$ cat src/temp_monitor_map.svh
/*
  Register pointer values, power-on values and field masks of the
  temperature monitor register bank.
  Assumes the includer uses the values at their declared width: 8 bits, 12 for RST_TEMP.
*/
`ifndef TEMP_MONITOR_MAP_SVH
`define TEMP_MONITOR_MAP_SVH

// Pointer
`define PTR_RESET 8'h00
// Read pointers
`define RD_LOC_HI 8'h00
`define RD_REM_HI 8'h01
`define RD_STATUS 8'h02
`define RD_CONFIG 8'h03
`define RD_RATE 8'h04
`define RD_LOC_HLIM 8'h05
`define RD_LOC_LLIM 8'h06
`define RD_REM_HLIM_U 8'h07
`define RD_REM_LLIM_U 8'h08
`define RD_REM_LO 8'h10
`define RD_LOC_LO 8'h15
`define RD_MAKER 8'hFE
// Write pointers
`define WR_CONFIG 8'h09
`define WR_RATE 8'h0A
`define WR_LOC_HLIM 8'h0B
`define WR_LOC_LLIM 8'h0C
`define WR_REM_HLIM_U 8'h0D
`define WR_REM_LLIM_U 8'h0E
`define WR_ONE_SHOT 8'h0F
// Read and write at the same pointer
`define RW_OFS_U 8'h11
`define RW_OFS_L 8'h12
`define RW_REM_HLIM_L 8'h13
`define RW_REM_LLIM_L 8'h14
`define RW_REM_SHUT 8'h19
`define RW_LOC_SHUT 8'h20
`define RW_HYST 8'h21
`define RW_ALERT 8'h22
`define RW_IDEAL 8'h23
`define RW_FILTER 8'h24
// Power-on values
`define RST_ZERO 8'h00
`define RST_TEMP 12'h000
`define RST_CONFIG 8'h00
`define RST_RATE 8'h08
`define RST_LOC_HLIM 8'h55
`define RST_LOC_LLIM 8'h00
`define RST_REM_HLIM 8'h55
`define RST_REM_LLIM 8'h00
`define RST_REM_SHUT 8'h6C
`define RST_LOC_SHUT 8'h55
`define RST_HYST 8'h0A
`define RST_ALERT 8'h01
// Writable bits and fixed bits
`define MASK_CONFIG 8'hE4
`define MASK_RATE 8'h0F
`define MASK_NIBBLE 8'hF0
`define MASK_ALERT 8'h8E
`define FIXED_ALERT 8'h01
`define MASK_FILTER 8'h03

`endif

$ cat src/temp_monitor_pkg.sv
/*
  Types shared by the temperature monitor register bank.
  Assumes the map header supplies the numeric values.
*/
package temp_monitor_pkg;

  typedef struct packed {
    logic ptr_load;    // First byte of a write: pointer
    logic wr_en;       // Later byte of a write: data
    logic rd_en;       // Byte fetched by a read
    logic [7:0] wdata; // Byte written by the host
  } bus_req_s;

  typedef struct packed {
    logic done;          // Measurement finished
    logic [11:0] local_t;
    logic [11:0] remote_t;
  } conv_s;

  typedef struct packed {
    logic [7:0] config_r;
    logic [7:0] rate;
    logic [7:0] loc_hlim;
    logic [7:0] loc_llim;
    logic [7:0] rem_hlim_u;
    logic [7:0] rem_llim_u;
    logic [7:0] rem_hlim_l;
    logic [7:0] rem_llim_l;
    logic [7:0] ofs_u;
    logic [7:0] ofs_l;
    logic [7:0] rem_shut;
    logic [7:0] loc_shut;
    logic [7:0] hyst;
    logic [7:0] alert;
    logic [7:0] ideal;
    logic [7:0] filter;
  } cfg_s;

  typedef enum {
    RK_OTHER,
    RK_HIGH,
    RK_LOW
  } read_kind_e;

endpackage

$ cat src/temp_monitor_register_map.sv
/*
  Register bank of a local and remote temperature monitor: pointer,
  temperature results with byte-pair lock, limits, offset and setup.
  Assumes a serial protocol engine and converter on sys_clk deliver
  one-cycle strobes; limit compare and status flags live outside.
*/
// Behaviour
// - An 8-bit pointer chooses which register answers the next access.
// - Every write transaction loads the pointer from its first byte.
// - Pointer clears to zero at power-on reset.
// - Local result: upper eight bits at 00h, low four at 15h top nibble.
// - Remote result: upper eight bits at 01h, low four at 10h top nibble.
// - Low bits are sixteenths of a degree; low nibble of low bytes is zero.
// - High byte least significant bit weighs one degree Celsius.
// - Results are read-only and rewritten at each completed measurement.
// - Reading a high byte freezes its low byte until that is read.
// - Reading a low byte first freezes its high byte until read.
// - Reading any other register ends the pairing.
// - Every result register resets to zero.
// - Local high limit read 05 write 0B; low limit read 06 write 0C.
// - Remote high limit upper read 07 write 0D; lower nibble at 13.
// - Remote low limit upper read 08 write 0E; lower nibble at 14.
// - 12-bit remote offset at 11 and top nibble of 12, reset zero.
// - Pointer 0F write starts one conversion; data ignored, not readable.
// - Shutdown limits at 19 (resets 6C) and 20, same read/write address.
// - General call reset restores all registers and aborts conversion.
`timescale 1ns/10ps
`include "temp_monitor_map.svh"

module temp_monitor_register_map
  import temp_monitor_pkg::*;
#(
  parameter logic [7:0] MAKER_ID = 8'h3A // Arbitrary identity value
) (
  input wire logic sys_clk,          // 20 MHz clock
  input wire logic arst_n,           // Async reset, active low
  input wire bus_req_s bus_req,      // Strobes from protocol engine
  input wire logic soft_reset,       // General call reset byte seen
  input wire conv_s conv,            // Converter results
  input wire logic [7:0] status_in,  // Status flags from outside
  output logic [7:0] rd_data,        // Byte for the host
  output logic status_read,          // Status register was read
  output logic one_shot,             // Start one conversion
  output logic conv_abort,           // Abort running conversion
  output cfg_s cfg                   // Setup and limit registers
);

  ////////////////////////////////////////////////////////////////////
  // Helpers

  function automatic cfg_s cfg_reset();
    cfg_s c;
    c.config_r = `RST_CONFIG;
    c.rate = `RST_RATE;
    c.loc_hlim = `RST_LOC_HLIM;
    c.loc_llim = `RST_LOC_LLIM;
    c.rem_hlim_u = `RST_REM_HLIM;
    c.rem_llim_u = `RST_REM_LLIM;
    c.rem_hlim_l = `RST_ZERO;
    c.rem_llim_l = `RST_ZERO;
    c.ofs_u = `RST_ZERO;
    c.ofs_l = `RST_ZERO;
    c.rem_shut = `RST_REM_SHUT;
    c.loc_shut = `RST_LOC_SHUT;
    c.hyst = `RST_HYST;
    c.alert = `RST_ALERT;
    c.ideal = `RST_ZERO;
    c.filter = `RST_ZERO;
    return c;
  endfunction

  // Which byte of a channel a pointer names
  function automatic read_kind_e kind_of(
    input logic [7:0] ptr,
    input logic remote
  );
    read_kind_e k;
    k = RK_OTHER;
    if (ptr == (remote ? `RD_REM_HI : `RD_LOC_HI)) begin
      k = RK_HIGH;
    end
    if (ptr == (remote ? `RD_REM_LO : `RD_LOC_LO)) begin
      k = RK_LOW;
    end
    return k;
  endfunction

  // Low byte: four fraction bits on top, zeros below
  function automatic logic [7:0] low_byte(input logic [11:0] t);
    return {t[3:0], 4'h0};
  endfunction

  ////////////////////////////////////////////////////////////////////
  // State

  logic [7:0] pointer_reg;
  logic [7:0] pointer_next;
  cfg_s cfg_reg;
  cfg_s cfg_next;
  logic [1:0][11:0] temp_reg;
  logic [1:0][11:0] temp_next;
  logic [1:0] hi_lock_reg;
  logic [1:0] hi_lock_next;
  logic [1:0] lo_lock_reg;
  logic [1:0] lo_lock_next;
  logic [1:0] pend_reg;
  logic [1:0] pend_next;
  logic [1:0][11:0] pend_val_reg;
  logic [1:0][11:0] pend_val_next;
  logic [7:0] rd_data_reg;
  logic [7:0] rd_data_next;
  logic status_read_reg;
  logic status_read_next;
  logic one_shot_reg;
  logic one_shot_next;
  logic conv_abort_reg;
  logic conv_abort_next;

  ////////////////////////////////////////////////////////////////////
  // Pointer and setup registers

  always_comb begin
    pointer_next = pointer_reg;
    cfg_next = cfg_reg;
    one_shot_next = 1'b0;
    if (bus_req.ptr_load) begin
      pointer_next = bus_req.wdata;
    end else if (bus_req.wr_en) begin
      case (pointer_reg)
        `WR_CONFIG: begin
          cfg_next.config_r = bus_req.wdata & `MASK_CONFIG;
        end
        `WR_RATE: begin
          cfg_next.rate = bus_req.wdata & `MASK_RATE;
        end
        `WR_LOC_HLIM: begin
          cfg_next.loc_hlim = bus_req.wdata;
        end
        `WR_LOC_LLIM: begin
          cfg_next.loc_llim = bus_req.wdata;
        end
        `WR_REM_HLIM_U: begin
          cfg_next.rem_hlim_u = bus_req.wdata;
        end
        `WR_REM_LLIM_U: begin
          cfg_next.rem_llim_u = bus_req.wdata;
        end
        `WR_ONE_SHOT: begin
          one_shot_next = 1'b1;
        end
        `RW_OFS_U: begin
          cfg_next.ofs_u = bus_req.wdata;
        end
        `RW_OFS_L: begin
          cfg_next.ofs_l = bus_req.wdata & `MASK_NIBBLE;
        end
        `RW_REM_HLIM_L: begin
          cfg_next.rem_hlim_l = bus_req.wdata & `MASK_NIBBLE;
        end
        `RW_REM_LLIM_L: begin
          cfg_next.rem_llim_l = bus_req.wdata & `MASK_NIBBLE;
        end
        `RW_REM_SHUT: begin
          cfg_next.rem_shut = bus_req.wdata;
        end
        `RW_LOC_SHUT: begin
          cfg_next.loc_shut = bus_req.wdata;
        end
        `RW_HYST: begin
          cfg_next.hyst = bus_req.wdata;
        end
        `RW_ALERT: begin
          cfg_next.alert = (bus_req.wdata & `MASK_ALERT) | `FIXED_ALERT;
        end
        `RW_IDEAL: begin
          cfg_next.ideal = bus_req.wdata;
        end
        `RW_FILTER: begin
          cfg_next.filter = bus_req.wdata & `MASK_FILTER;
        end
        default: begin
          // Read-only or unmapped pointer: write dropped
        end
      endcase
    end
    if (soft_reset) begin
      pointer_next = `PTR_RESET;
      cfg_next = cfg_reset();
      one_shot_next = 1'b0;
    end
  end

  always_ff @(posedge sys_clk or negedge arst_n) begin
    if (!arst_n) begin
      pointer_reg <= `PTR_RESET;
      cfg_reg <= cfg_reset();
      one_shot_reg <= 1'b0;
    end else begin
      pointer_reg <= pointer_next;
      cfg_reg <= cfg_next;
      one_shot_reg <= one_shot_next;
    end
  end

  ////////////////////////////////////////////////////////////////////
  // Temperature results with byte-pair lock

  always_comb begin
    read_kind_e k;
    logic [11:0] v;
    k = RK_OTHER;
    v = `RST_TEMP;
    temp_next = temp_reg;
    hi_lock_next = hi_lock_reg;
    lo_lock_next = lo_lock_reg;
    pend_next = pend_reg;
    pend_val_next = pend_val_reg;
    for (int c = 0; c < 2; c++) begin
      k = kind_of(pointer_reg, c[0]);
      v = (c == 0) ? conv.local_t : conv.remote_t;
      if (bus_req.rd_en) begin
        case (k)
          RK_HIGH: begin
            if (hi_lock_reg[c]) begin
              hi_lock_next[c] = 1'b0;
            end else begin
              lo_lock_next[c] = 1'b1;
            end
          end
          RK_LOW: begin
            if (lo_lock_reg[c]) begin
              lo_lock_next[c] = 1'b0;
            end else begin
              hi_lock_next[c] = 1'b1;
            end
          end
          default: begin
            hi_lock_next[c] = 1'b0;
            lo_lock_next[c] = 1'b0;
          end
        endcase
      end
      // Catch up with a result held back while locked
      if (pend_reg[c] && !hi_lock_next[c] && !lo_lock_next[c]) begin
        temp_next[c] = pend_val_reg[c];
        pend_next[c] = 1'b0;
      end
      if (conv.done) begin
        if (lo_lock_next[c]) begin
          temp_next[c][11:4] = v[11:4];
          pend_next[c] = 1'b1;
          pend_val_next[c] = v;
        end else if (hi_lock_next[c]) begin
          temp_next[c][3:0] = v[3:0];
          pend_next[c] = 1'b1;
          pend_val_next[c] = v;
        end else begin
          temp_next[c] = v;
          pend_next[c] = 1'b0;
        end
      end
    end
    if (soft_reset) begin
      temp_next = {2{`RST_TEMP}};
      hi_lock_next = 2'b00;
      lo_lock_next = 2'b00;
      pend_next = 2'b00;
      pend_val_next = {2{`RST_TEMP}};
    end
  end

  always_ff @(posedge sys_clk or negedge arst_n) begin
    if (!arst_n) begin
      temp_reg <= {2{`RST_TEMP}};
      hi_lock_reg <= 2'b00;
      lo_lock_reg <= 2'b00;
      pend_reg <= 2'b00;
      pend_val_reg <= {2{`RST_TEMP}};
    end else begin
      temp_reg <= temp_next;
      hi_lock_reg <= hi_lock_next;
      lo_lock_reg <= lo_lock_next;
      pend_reg <= pend_next;
      pend_val_reg <= pend_val_next;
    end
  end

  ////////////////////////////////////////////////////////////////////
  // Read data and side strobes

  always_comb begin
    rd_data_next = rd_data_reg;
    status_read_next = 1'b0;
    conv_abort_next = soft_reset;
    if (bus_req.rd_en) begin
      case (pointer_reg)
        `RD_LOC_HI: begin
          rd_data_next = temp_reg[0][11:4];
        end
        `RD_REM_HI: begin
          rd_data_next = temp_reg[1][11:4];
        end
        `RD_LOC_LO: begin
          rd_data_next = low_byte(temp_reg[0]);
        end
        `RD_REM_LO: begin
          rd_data_next = low_byte(temp_reg[1]);
        end
        `RD_STATUS: begin
          rd_data_next = status_in;
          status_read_next = 1'b1;
        end
        `RD_CONFIG: begin
          rd_data_next = cfg_reg.config_r;
        end
        `RD_RATE: begin
          rd_data_next = cfg_reg.rate;
        end
        `RD_LOC_HLIM: begin
          rd_data_next = cfg_reg.loc_hlim;
        end
        `RD_LOC_LLIM: begin
          rd_data_next = cfg_reg.loc_llim;
        end
        `RD_REM_HLIM_U: begin
          rd_data_next = cfg_reg.rem_hlim_u;
        end
        `RD_REM_LLIM_U: begin
          rd_data_next = cfg_reg.rem_llim_u;
        end
        `RW_OFS_U: begin
          rd_data_next = cfg_reg.ofs_u;
        end
        `RW_OFS_L: begin
          rd_data_next = cfg_reg.ofs_l;
        end
        `RW_REM_HLIM_L: begin
          rd_data_next = cfg_reg.rem_hlim_l;
        end
        `RW_REM_LLIM_L: begin
          rd_data_next = cfg_reg.rem_llim_l;
        end
        `RW_REM_SHUT: begin
          rd_data_next = cfg_reg.rem_shut;
        end
        `RW_LOC_SHUT: begin
          rd_data_next = cfg_reg.loc_shut;
        end
        `RW_HYST: begin
          rd_data_next = cfg_reg.hyst;
        end
        `RW_ALERT: begin
          rd_data_next = cfg_reg.alert;
        end
        `RW_IDEAL: begin
          rd_data_next = cfg_reg.ideal;
        end
        `RW_FILTER: begin
          rd_data_next = cfg_reg.filter;
        end
        `RD_MAKER: begin
          rd_data_next = MAKER_ID;
        end
        default: begin
          rd_data_next = `RST_ZERO; // One-shot and unmapped
        end
      endcase
    end
  end

  always_ff @(posedge sys_clk or negedge arst_n) begin
    if (!arst_n) begin
      rd_data_reg <= `RST_ZERO;
      status_read_reg <= 1'b0;
      conv_abort_reg <= 1'b0;
    end else begin
      rd_data_reg <= rd_data_next;
      status_read_reg <= status_read_next;
      conv_abort_reg <= conv_abort_next;
    end
  end

  assign rd_data = rd_data_reg;
  assign status_read = status_read_reg;
  assign one_shot = one_shot_reg;
  assign conv_abort = conv_abort_reg;
  assign cfg = cfg_reg;

endmodule

$ cat config.mk
export PLATFORM = sky130hd
export DESIGN_NAME = temp_monitor_register_map
export DESIGN_NICKNAME = d
export VERILOG_FILES = /design/src/temp_monitor_pkg.sv /design/src/temp_monitor_register_map.sv
export VERILOG_INCLUDE_DIRS = /design/src /design/src/src
export SDC_FILE = /design/constraint.sdc
export NUM_CORES = 1
export LEC_CHECK = 0
export BUFFER_PORTS_ARGS = -buffer_cell sky130_fd_sc_hd__buf_2
export CORE_MARGIN = 4
export CORE_UTILIZATION = 50
export CTS_CLUSTER_DIAMETER = 30
export CTS_CLUSTER_SIZE = 40
export DETAILED_ROUTE_END_ITERATION = 7
export PLACE_DENSITY = 0.74
export SYNTH_ARGS = -nofsm -noshare
export SYNTH_HDL_FRONTEND = slang
export SYNTH_SLANG_ARGS = --single-unit
$ cat constraint.sdc
create_clock -name sys_clk -period 2.7 [get_ports sys_clk]
set_input_delay 0.135 -clock sys_clk [delete_from_list [all_inputs] [get_ports sys_clk]]
set_output_delay 0.135 -clock sys_clk [all_outputs]
set_load 0.05 [all_outputs]
Word-level counts from Yosys, hierarchy flattened

Index checks and enable logic that the tools add are counted.

Eq/ne operators: 33
Muxes and demuxes: 73
Reduce and logical (&&, ||, !) cells: 50

Operator list:

| operator                                       | number |
|---|---|
| two-way mux 128 bit                            | 3 |
| two-way mux 8 bit                              | 22 |
| one-hot mux 8 bit (22 select lines)            | 1 |
| two-way mux 12 bit                             | 10 |
| == test 32 x 1 -> 1 bit, second input constant | 2 |
| == test 32 x 2 -> 1 bit, second input constant | 2 |
| == test 8 x 4 -> 1 bit, second input constant  | 8 |
| two-way mux 32 bit                             | 2 |
| == test 8 x 5 -> 1 bit, second input constant  | 7 |
| two-way mux 24 bit                             | 2 |
| AND reduction 3 bit                            | 16 |
| == test 8 x 6 -> 1 bit, second input constant  | 5 |
| nonzero test 2 bit                             | 19 |
| == test 8 x 3 -> 1 bit, second input constant  | 4 |
| two-way mux 1 bit                              | 28 |
| == test 8 x 2 -> 1 bit, second input constant  | 2 |
| nonzero test 3 bit                             | 4 |
| == test 8 x 1 -> 1 bit, second input constant  | 1 |
| == test 8 bit, second input constant           | 1 |
| zero test 8 bit                                | 1 |
| two-way mux 4 bit                              | 2 |
| two-way mux 2 bit                              | 3 |
| logical AND 1 bit                              | 4 |
| zero test 1 bit                                | 4 |
| other kinds (2)                                | 3 |

Input port bits: 47
Register bits after elaboration: 201

Logic depth before layout (Yosys ltp)

Gate-level depths: netlist of run 1.

Depth after elaboration: 14
Depth in mapped cells: 8
Depth with buffers taken out: 5

Least setup slack after synthesis of run 1

No wires, ideal clock.

Path type: register to register
From: register pointer_reg[5]
To: register temp_reg[2] (netlist name)
Stages on the path, launching flop included: 9
Setup time: 94 ps
Arrival time: 2168 ps
Clock period less this slack: 2261 ps
Path slack: 439 ps
Cell sequence: dfrtp_1 > buf_2 > or4b_1 > buf_4 > o31ai_4 > a221oi_2 > buf_2 > mux2i_1 > a211oi_1

RTL lines:

| item                   | line                             | source |
|---|---|---|
| from (decl)            | temp_monitor_register_map.sv:96  | `logic [7:0] pointer_reg;` |
| from (signal assigned) | temp_monitor_register_map.sv:195 | `` pointer_reg <= `PTR_RESET; `` |
| from (signal assigned) | temp_monitor_register_map.sv:199 | `pointer_reg <= pointer_next;` |
| to (signal assigned)   | temp_monitor_register_map.sv:274 | `` temp_reg <= {2{`RST_TEMP}}; `` |
| to (signal assigned)   | temp_monitor_register_map.sv:280 | `temp_reg <= temp_next;` |
| to (decl)              | temp_monitor_register_map.sv:100 | `logic [1:0][11:0] temp_reg;` |

Worst setup path after layout of run 1

From: register pointer_reg[4]
To: register pend_val_reg[2] (netlist name)

Longest elaborated chain between the ends: 9

RTL lines:

| item                    | line                             | source |
|---|---|---|
| zero test 8 bit         | temp_monitor_register_map.sv:79  | `` if (ptr == (remote ? `RD_REM_HI : `RD_LOC_HI)) begin `` |
| two-way mux 1 bit       | temp_monitor_register_map.sv:79  |  |
| two-way mux 32 bit *    | temp_monitor_register_map.sv:82  | `` if (ptr == (remote ? `RD_REM_LO : `RD_LOC_LO)) begin `` |
| == test 32 x 1 -> 1 bit | temp_monitor_register_map.sv:222 | `case (k)` |
| two-way mux 1 bit       | --                               |  |
| two-way mux 1 bit       | temp_monitor_register_map.sv:221 | `if (bus_req.rd_en) begin` |
| two-way mux 12 bit      | temp_monitor_register_map.sv:249 | `if (lo_lock_next[c]) begin` |
| two-way mux 12 bit      | temp_monitor_register_map.sv:248 | `if (conv.done) begin` |
| two-way mux 24 bit      | temp_monitor_register_map.sv:263 | `if (soft_reset) begin` |
| to (signal assigned)    | temp_monitor_register_map.sv:278 | `` pend_val_reg <= {2{`RST_TEMP}}; `` |
| to (signal assigned)    | temp_monitor_register_map.sv:284 | `pend_val_reg <= pend_val_next;` |
| to (decl)               | temp_monitor_register_map.sv:108 | `logic [1:0][11:0] pend_val_reg;` |

Mark *: on every way between the ends. The rest lies on a longest branch, timed or not. The select of a mux whose other input is x is not followed.
A chain may end at the register's enable or synchronous reset.

==> results of run 1 <==
## power by group through the flow
stage	clock network (mW)	registers (mW)	logic (mW)
floorplan	0	2.80	0.588
global placement	0	2.77	0.899
detailed placement	0	2.77	0.907
CTS	2.44	2.72	0.938
global route	2.56	2.73	1.02
finish	2.41	2.72	0.949
## kinds of logic after synthesis
kind of cell           synth area share [%]
other                                0.0826
multiplexers                           12.8
AND/OR/NAND/NOR                        15.7
AO/OA/AOI/OAI                          17.1
flip-flops                             47.3
XOR/XNOR                             0.0963
buffers and inverters                  6.92
## stage by stage
step	cells	instance area (um^2)	power [mW]	worst slack [ps]
floorplan	950	9200	3.38	439
global placement	1271	10100	3.66	309
detailed placement	1271	10100	3.67	260
CTS	1328	10900	6.10	254
global route	1328	10900	6.30	109
finish	1328	10900	6.09	215
## worst register-to-register path, cell delays in order, from the launching register on
cell	delay, ps
dfrtp_1	480
or4_4	650
o21ai_1	330
a22o_1	570
nand3_1	180
a21oi_1	190
## timing repair
item / 4_1_cts / 5_1_grt
hold buffers: 25 / 0
endpoints found under the hold margin: 74 / 0
setup buffers: 0 / 0
## how the worst min path moves through the flow
stage                        start  slack (ps)  cells past startpoint               to
after floorplan             arst_n        -160                      0           cfg[0]
after global placement      arst_n         150                      1          cfg[10]
after detailed placement    arst_n         150                      1          cfg[93]
after CTS                 conv[14]           5                      3      temp_reg[2]
after global routing      conv[14]          50                      3  pend_val_reg[2]
final                     conv[14]          20                      3      temp_reg[2]
## cell type report
class                   instances  area, um^2  area share (%)
clock buffers                  20         467            4.28
clock inverters                12         115            1.06
inverters                      24        90.1           0.826
multi-input cells             649        4270            39.2
flip-flops and latches        171        4310            39.5
well taps                     229         287            2.63
repair buffers                223        1370            12.6
## synthesized netlist by cell type, types with 4 or more instances
| library cell | count |
|---|---|
| nand3_1 | 59 |
| a31oi_1 | 12 |
| a21o_1 | 4 |
| nor2_1 | 91 |
| o21ai_0 | 27 |
| buf_2 | 16 |
| dfstp_2 | 19 |
| inv_1 | 23 |
| clkbuf_1 | 52 |
| nor2b_1 | 19 |
| nor4_1 | 4 |
| a211oi_1 | 9 |
| a21oi_1 | 69 |
| a211o_1 | 15 |
| mux2i_1 | 102 |
| nand2b_1 | 5 |
| mux2_2 | 7 |
| nand3b_1 | 12 |
| buf_4 | 32 |
| nand2_1 | 56 |
| a22oi_1 | 7 |
| a31o_2 | 16 |
| a22o_1 | 20 |
| nor3_1 | 9 |
| nor4b_1 | 4 |
| dfrtp_1 | 152 |
| a221oi_1 | 5 |
| a32oi_1 | 6 |
| buf_1 | 5 |
## layer usage
metal | part of all wire (%) | track usage, %
met1 | 41 | 39.8
met5 | 0 | 0
met3 | 8.6 | 5.53
met2 | 48 | 44.5
met4 | 3.1 | 10.1
==> results.md, run 1 <==
- Status: finished clean
- Unrepaired setup endpoints after global routing: no
- Iteration-0 DRC Markers: 767
- Number of enable flip-flop cells after synthesis: 0
- Power Density: 558 nW/um^2
- Grt ovf: 0
- Std-Cell Rows: 49
- Commonest cells after routing, fill and taps aside: 153 x buf_2, 150 x dfrtp_1, 102 x mux2i_1, 91 x nor2_1, 69 x a21oi_1
- Vias: 8064
- CP Buf/Inv Count: 0
- Fin crit share: 92.0%
- P_sw: 1.79 mW
- IO buf count: 155
- Synth Cell Area: 9090 um^2
- Fraction of layout cells with a size suffix above 1: 26.9%
- Routability cong.: 0.918
- Largest net degree at the start of global routing: 77
- Crit Reg-Reg Endpoint: pend_val_reg[2]
- Critical path's largest stage delay: 650 ps
- Filler cells: 1545
- CTS tree: done
- Crit path depth: 5
- Synthesis Warnings: 0
- Root Buffer: clkbuf_16
- Lkg Pwr: 5.11 nW
- CP Capture Type: flop
- Switching part of the total: 29.5%
- Final ANT Viol Nets: 0
- Core Footprint: 17900 um^2
- Vias per Instance: 6.07
- Average size of a mapped cell: 9.86 um^2
- Slowest stage cell, crit path: or4_4
- CP Class: flop to flop
- Total Die Area: 20400 um^2
- Initial antenna violation count: 0
- Clock transition at path regs: 60 ps
- Reg power frac: 44.7%
- Drt drc: 0
- Cells after Synth: 922
- Ant diodes: 0
- CP endpoint: pend_val_reg[2]
- Final WL: 29000 um
- Chip Height: 143 um
- Area grow syn2layout: 19.9%
- Final core utilization: 60.9%
- Reg2reg path depth: 5
- H-tree depth: 4
- Post-synth top area share: 41.8%
- Int Pwr: 4.29 mW
- Clk sinks: 171
- Post-synthesis sequential area ratio: 47.3%
- Min-Delay Path Class: primary input to flop
- Min Hold Slack: 17.7 ps
- Most common flop cell mapped by yosys: dfrtp_1
- CP startpoint: pointer_reg[4]
- Minimum clock period: 2480 ps
- HPWL after DPL: 20100 um
- CP cell instances: or4_4 -> o21ai_1 -> a22o_1 -> nand3_1 -> a21oi_1
- Fin. max-slew vios: 0
- Flip-flop count of the largest register after layout: 98
- R2r startpoint: pointer_reg[4]
- Max_cap viols: 0
- DR pass1 iterations: 6
- Clock power share: 39.7%
- Starting Density: 50.8%
- Final TNS setup: 0 ps
- Nets@finish: 1133
- Worst-Margin Slew: 1080 ps
- Hold Vio Cnt, Final: 0
- Netlist cell types: 70
- Clk_skew: 9.46 ps
- Wire length per cell: 21.8 um
- Vias in the first global route: 7812
- Async SR Flop Fraction: 100%
- Cts bufs inserted: 17
- Max VDD drop: 0.000463 V
- Top cells by area, synth: dfrtp_1 42%, mux2i_1 11%, dfstp_2 5.5%
- Clk buf depth: 2
- Crit-path leading delay family: compound AO/OA/AOI/OAI gates
- Fmax: 402 MHz
- Seq cells post-synth: 171
- First-pass GRT wire length: 45000 um
- CTS-repair resized insts: 0
- Largest area contributor in the synthesized netlist: dfrtp_1
- Combinational Power Share: 15.6%
- Top Ports: 186
- GRT Util Overall: 28.5%
- Crit path DAT: 2820 ps
- Die outline width: 143 um
- Commonest non-fill, non-tap cell in the layout: buf_2
- Max_slew headroom: 27.8%
- Setup Viol. Count Final: 0
- Max Fanout on Critical Path: 12
- CP required: 3040 ps
- Worst-Skew Late Latency: 430 ps
- CP Launch Type: flop
- Reg2reg setup slack: 220 ps
No activity file was read; power rests on OpenSTA's default activity.
==> run 2: changes to the inputs <==
--- a/config.mk
+++ b/config.mk
@@ -7,11 +7,11 @@
 export NUM_CORES = 1
 export LEC_CHECK = 0
-export BUFFER_PORTS_ARGS = -buffer_cell sky130_fd_sc_hd__buf_2
 export CORE_MARGIN = 4
 export CORE_UTILIZATION = 50
+export CTS_BUF_LIST = sky130_fd_sc_hd__clkbuf_16
 export CTS_CLUSTER_DIAMETER = 30
 export CTS_CLUSTER_SIZE = 40
 export DETAILED_ROUTE_END_ITERATION = 7
-export PLACE_DENSITY = 0.74
+export DONT_BUFFER_PORTS = 1
 export SYNTH_ARGS = -nofsm -noshare
 export SYNTH_HDL_FRONTEND = slang
==> constraint.sdc (replaced) <==
create_clock -name sys_clk -period 2.7 [get_ports sys_clk]
set_input_delay 0.135 -clock sys_clk [delete_from_list [all_inputs] [get_ports sys_clk]]
set_output_delay 0.135 -clock sys_clk [all_outputs]
set_load 0.02 [all_outputs]
==> results.md, run 2 (synthesis gave the netlist of run 1 again) <==
- Worst-Skew Late Latency: 430 ps (about the same)
- Routability cong.: 0.927 (was 0.918)
- Worst-Margin Slew: 1070 ps (was 1080 ps)
- Final TNS setup: 0 ps (unchanged)
- Crit Reg-Reg Endpoint: temp_reg[7] (was pend_val_reg[2])
- Vias in the first global route: 7385 (was 7812)
- Vias per Instance: 6.43 (was 6.07)
- Top Ports: 186 (unchanged)
- Finished Cell Area: 10200 um^2 (was 10900 um^2)
- Root Buffer: clkbuf_16 (unchanged)
- CP Launch Type: flop (unchanged)
- Chip Height: 143 um (unchanged)
- Max_cap viols: 0 (unchanged)
- Grt ovf: 0 (unchanged)
- Largest net degree at the start of global routing: 172 (was 77)
- Std-Cell Rows: 49 (unchanged)
- Area grow syn2layout: 12.6% (was 19.9%)
- Minimum clock period: 2460 ps (was 2480 ps)
- Commonest cells after routing, fill and taps aside: 150 x dfrtp_1, 102 x mux2i_1, 91 x nor2_1, 68 x a21oi_1, 59 x nand3_1 (was 153 x buf_2, 150 x dfrtp_1, 102 x mux2i_1, 91 x nor2_1, 69 x a21oi_1)
- Cts bufs inserted: 17 (unchanged)
- HPWL after DPL: 20700 um (was 20100 um)
- Total Die Area: 20400 um^2 (unchanged)
- CP Capture Type: flop (unchanged)
- Fin crit share: 91.0% (was 92.0%)
- DR pass1 iterations: 5 (was 6)
- CP required: 3000 ps (was 3040 ps)
- Fraction of layout cells with a size suffix above 1: 14.2% (was 26.9%)
- Wire length per cell: 26.1 um (was 21.8 um)
- Starting Density: 50.8% (unchanged)
- GRT Util Overall: 29.7% (was 28.5%)
- Max Fanout on Critical Path: 9 (was 12)
- CTS Hold Bufs: 38 (was 25)
- Drt drc: 0 (unchanged)
- Clk sinks: 171 (unchanged)
- Commonest non-fill, non-tap cell in the layout: dfrtp_1 (was buf_2)
- Area after DPL: 9270 um^2 (was 10100 um^2)
- H-tree depth: 4 (unchanged)
- Vias: 7598 (was 8064)
- Clock transition at path regs: 60 ps (about the same)
- CTS tree: done (unchanged)
- Unrepaired setup endpoints after global routing: no (unchanged)
- Min Hold Slack: -602 ps (was 17.7 ps)
- Reg2reg path depth: 5 (unchanged)
- Footprint of the multi-input gates: 4290 um^2 (was 4270 um^2)
- Clk buf depth: 2 (unchanged)
- Fmax: 407 MHz (was 402 MHz)
- Min-Delay Path Class: primary input to async pin (was primary input to flop)
- Power Density: 577 nW/um^2 (was 558 nW/um^2)
- Setup Viol. Count Final: 0 (unchanged)
- Fin. max-slew vios: 0 (unchanged)
- Status: complete, but fails checks (was finished clean)
- Max VDD drop: 0.000472 V (was 0.000463 V)
- Initial antenna violation count: 0 (unchanged)
- Nets@finish: 986 (was 1133)
- Iteration-0 DRC Markers: 783 (was 767)
- Crit path DAT: 2760 ps (was 2820 ps)
- Setup Fix Bufs, Post-CTS: 0 (unchanged)
- Failing checks: negative hold slack
- Hold Vio Cnt, Final: 171 (was 0)
- Filler cells: 1552 (was 1545)
- Final WL: 30900 um (was 29000 um)
- Core Footprint: 17900 um^2 (unchanged)
- First-pass GRT wire length: 46000 um (was 45000 um)
- Reg2reg setup slack: 240 ps (was 220 ps)
- IO buf count: 0 (was 155)
- Max_slew headroom: 28.5% (was 27.8%)
- Flip-flop count of the largest register after layout: 98 (unchanged)
- CP Class: flop to flop (unchanged)
- Die outline width: 143 um (unchanged)
- Lkg Pwr: 4.43 nW (was 5.11 nW)
- Reg area: 4310 um^2 (unchanged)
- Clk_skew: 8.98 ps (was 9.46 ps)
- Final ANT Viol Nets: 0 (unchanged)
- R2r startpoint: pointer_reg[5] (was pointer_reg[4])
[run 2: cell count changes in the layout (fill, tap and decap cells not counted), moves of 2 or more]
cell	before	now
clkbuf_8	3	0
buf_2	153	0
inv_1	23	26
inv_8	2	0
clkinv_1	1	4
buf_4	43	36
dlygate4sd3_1	25	37
clkinv_2	4	2
[run 2: per-layer routing]
| layer | vias to the layer above | GRT usage (%) | wire (um) |
|---|---|---|---|
| li1 | 3311 | - | - |
| met1 | 3846 | 39.7 | 12400 |
| met2 | 386 | 47.8 | 14700 |
| met3 | 55 | 7.70 | 2950 |
| met4 | 0 | 9.25 | 796 |
| met5 | - | 0 | 0 |
[run 2: per-stage QoR]
stage,cells,hold WS [ps],power [mW],util (%),setup slack [ps]
global placement,1111,-155,3.38,51.8,283
floorplan,950,-161,3.28,-,439
global route,1181,-627,6.09,57.2,107
detailed placement,1111,-157,3.39,51.8,164
finish,1182,-602,5.90,57.2,242
CTS,1181,-618,5.91,57.1,115
[run 2: worst max-delay path: stages (launching register included)]
cell and delay (ps):
dfrtp_1 480, or4b_4 690, o31ai_4 400, o211ai_2 290
nand2_1 350, a21oi_1 120
[run 2: how the worst max path moves through the flow]
stage,start,end,slack [ps]
CTS,pointer_reg[5],pend_val_reg[8],120
floorplan,pointer_reg[5],temp_reg[2],440
global placement,pointer_reg[4],pend_val_reg[20],280
detailed placement,pointer_reg[5],temp_reg[9],160
finish,pointer_reg[5],temp_reg[7],240
global route,pointer_reg[4],cfg[30],110
[run 2: timing repair]
action,4_1_cts,5_1_grt
endpoints found under the setup margin,0,31
resized for setup,0,4
hold endpoints to repair,342,171
[run 2: cell type report]
class,count,share of cell area (%)
multi-input combinational,649,41.9
clock buffer,17,4.15
tap,229,2.80
inverter,24,0.880
clock inverter,15,1.32
timing repair buffer,76,6.92
antenna,1,0.0244
sequential,171,42.0
[run 2: report_power, final]
group	switching, mW	internal [mW]
clock network	1.05	1.35
logic	0.477	0.271
registers	0.111	2.65
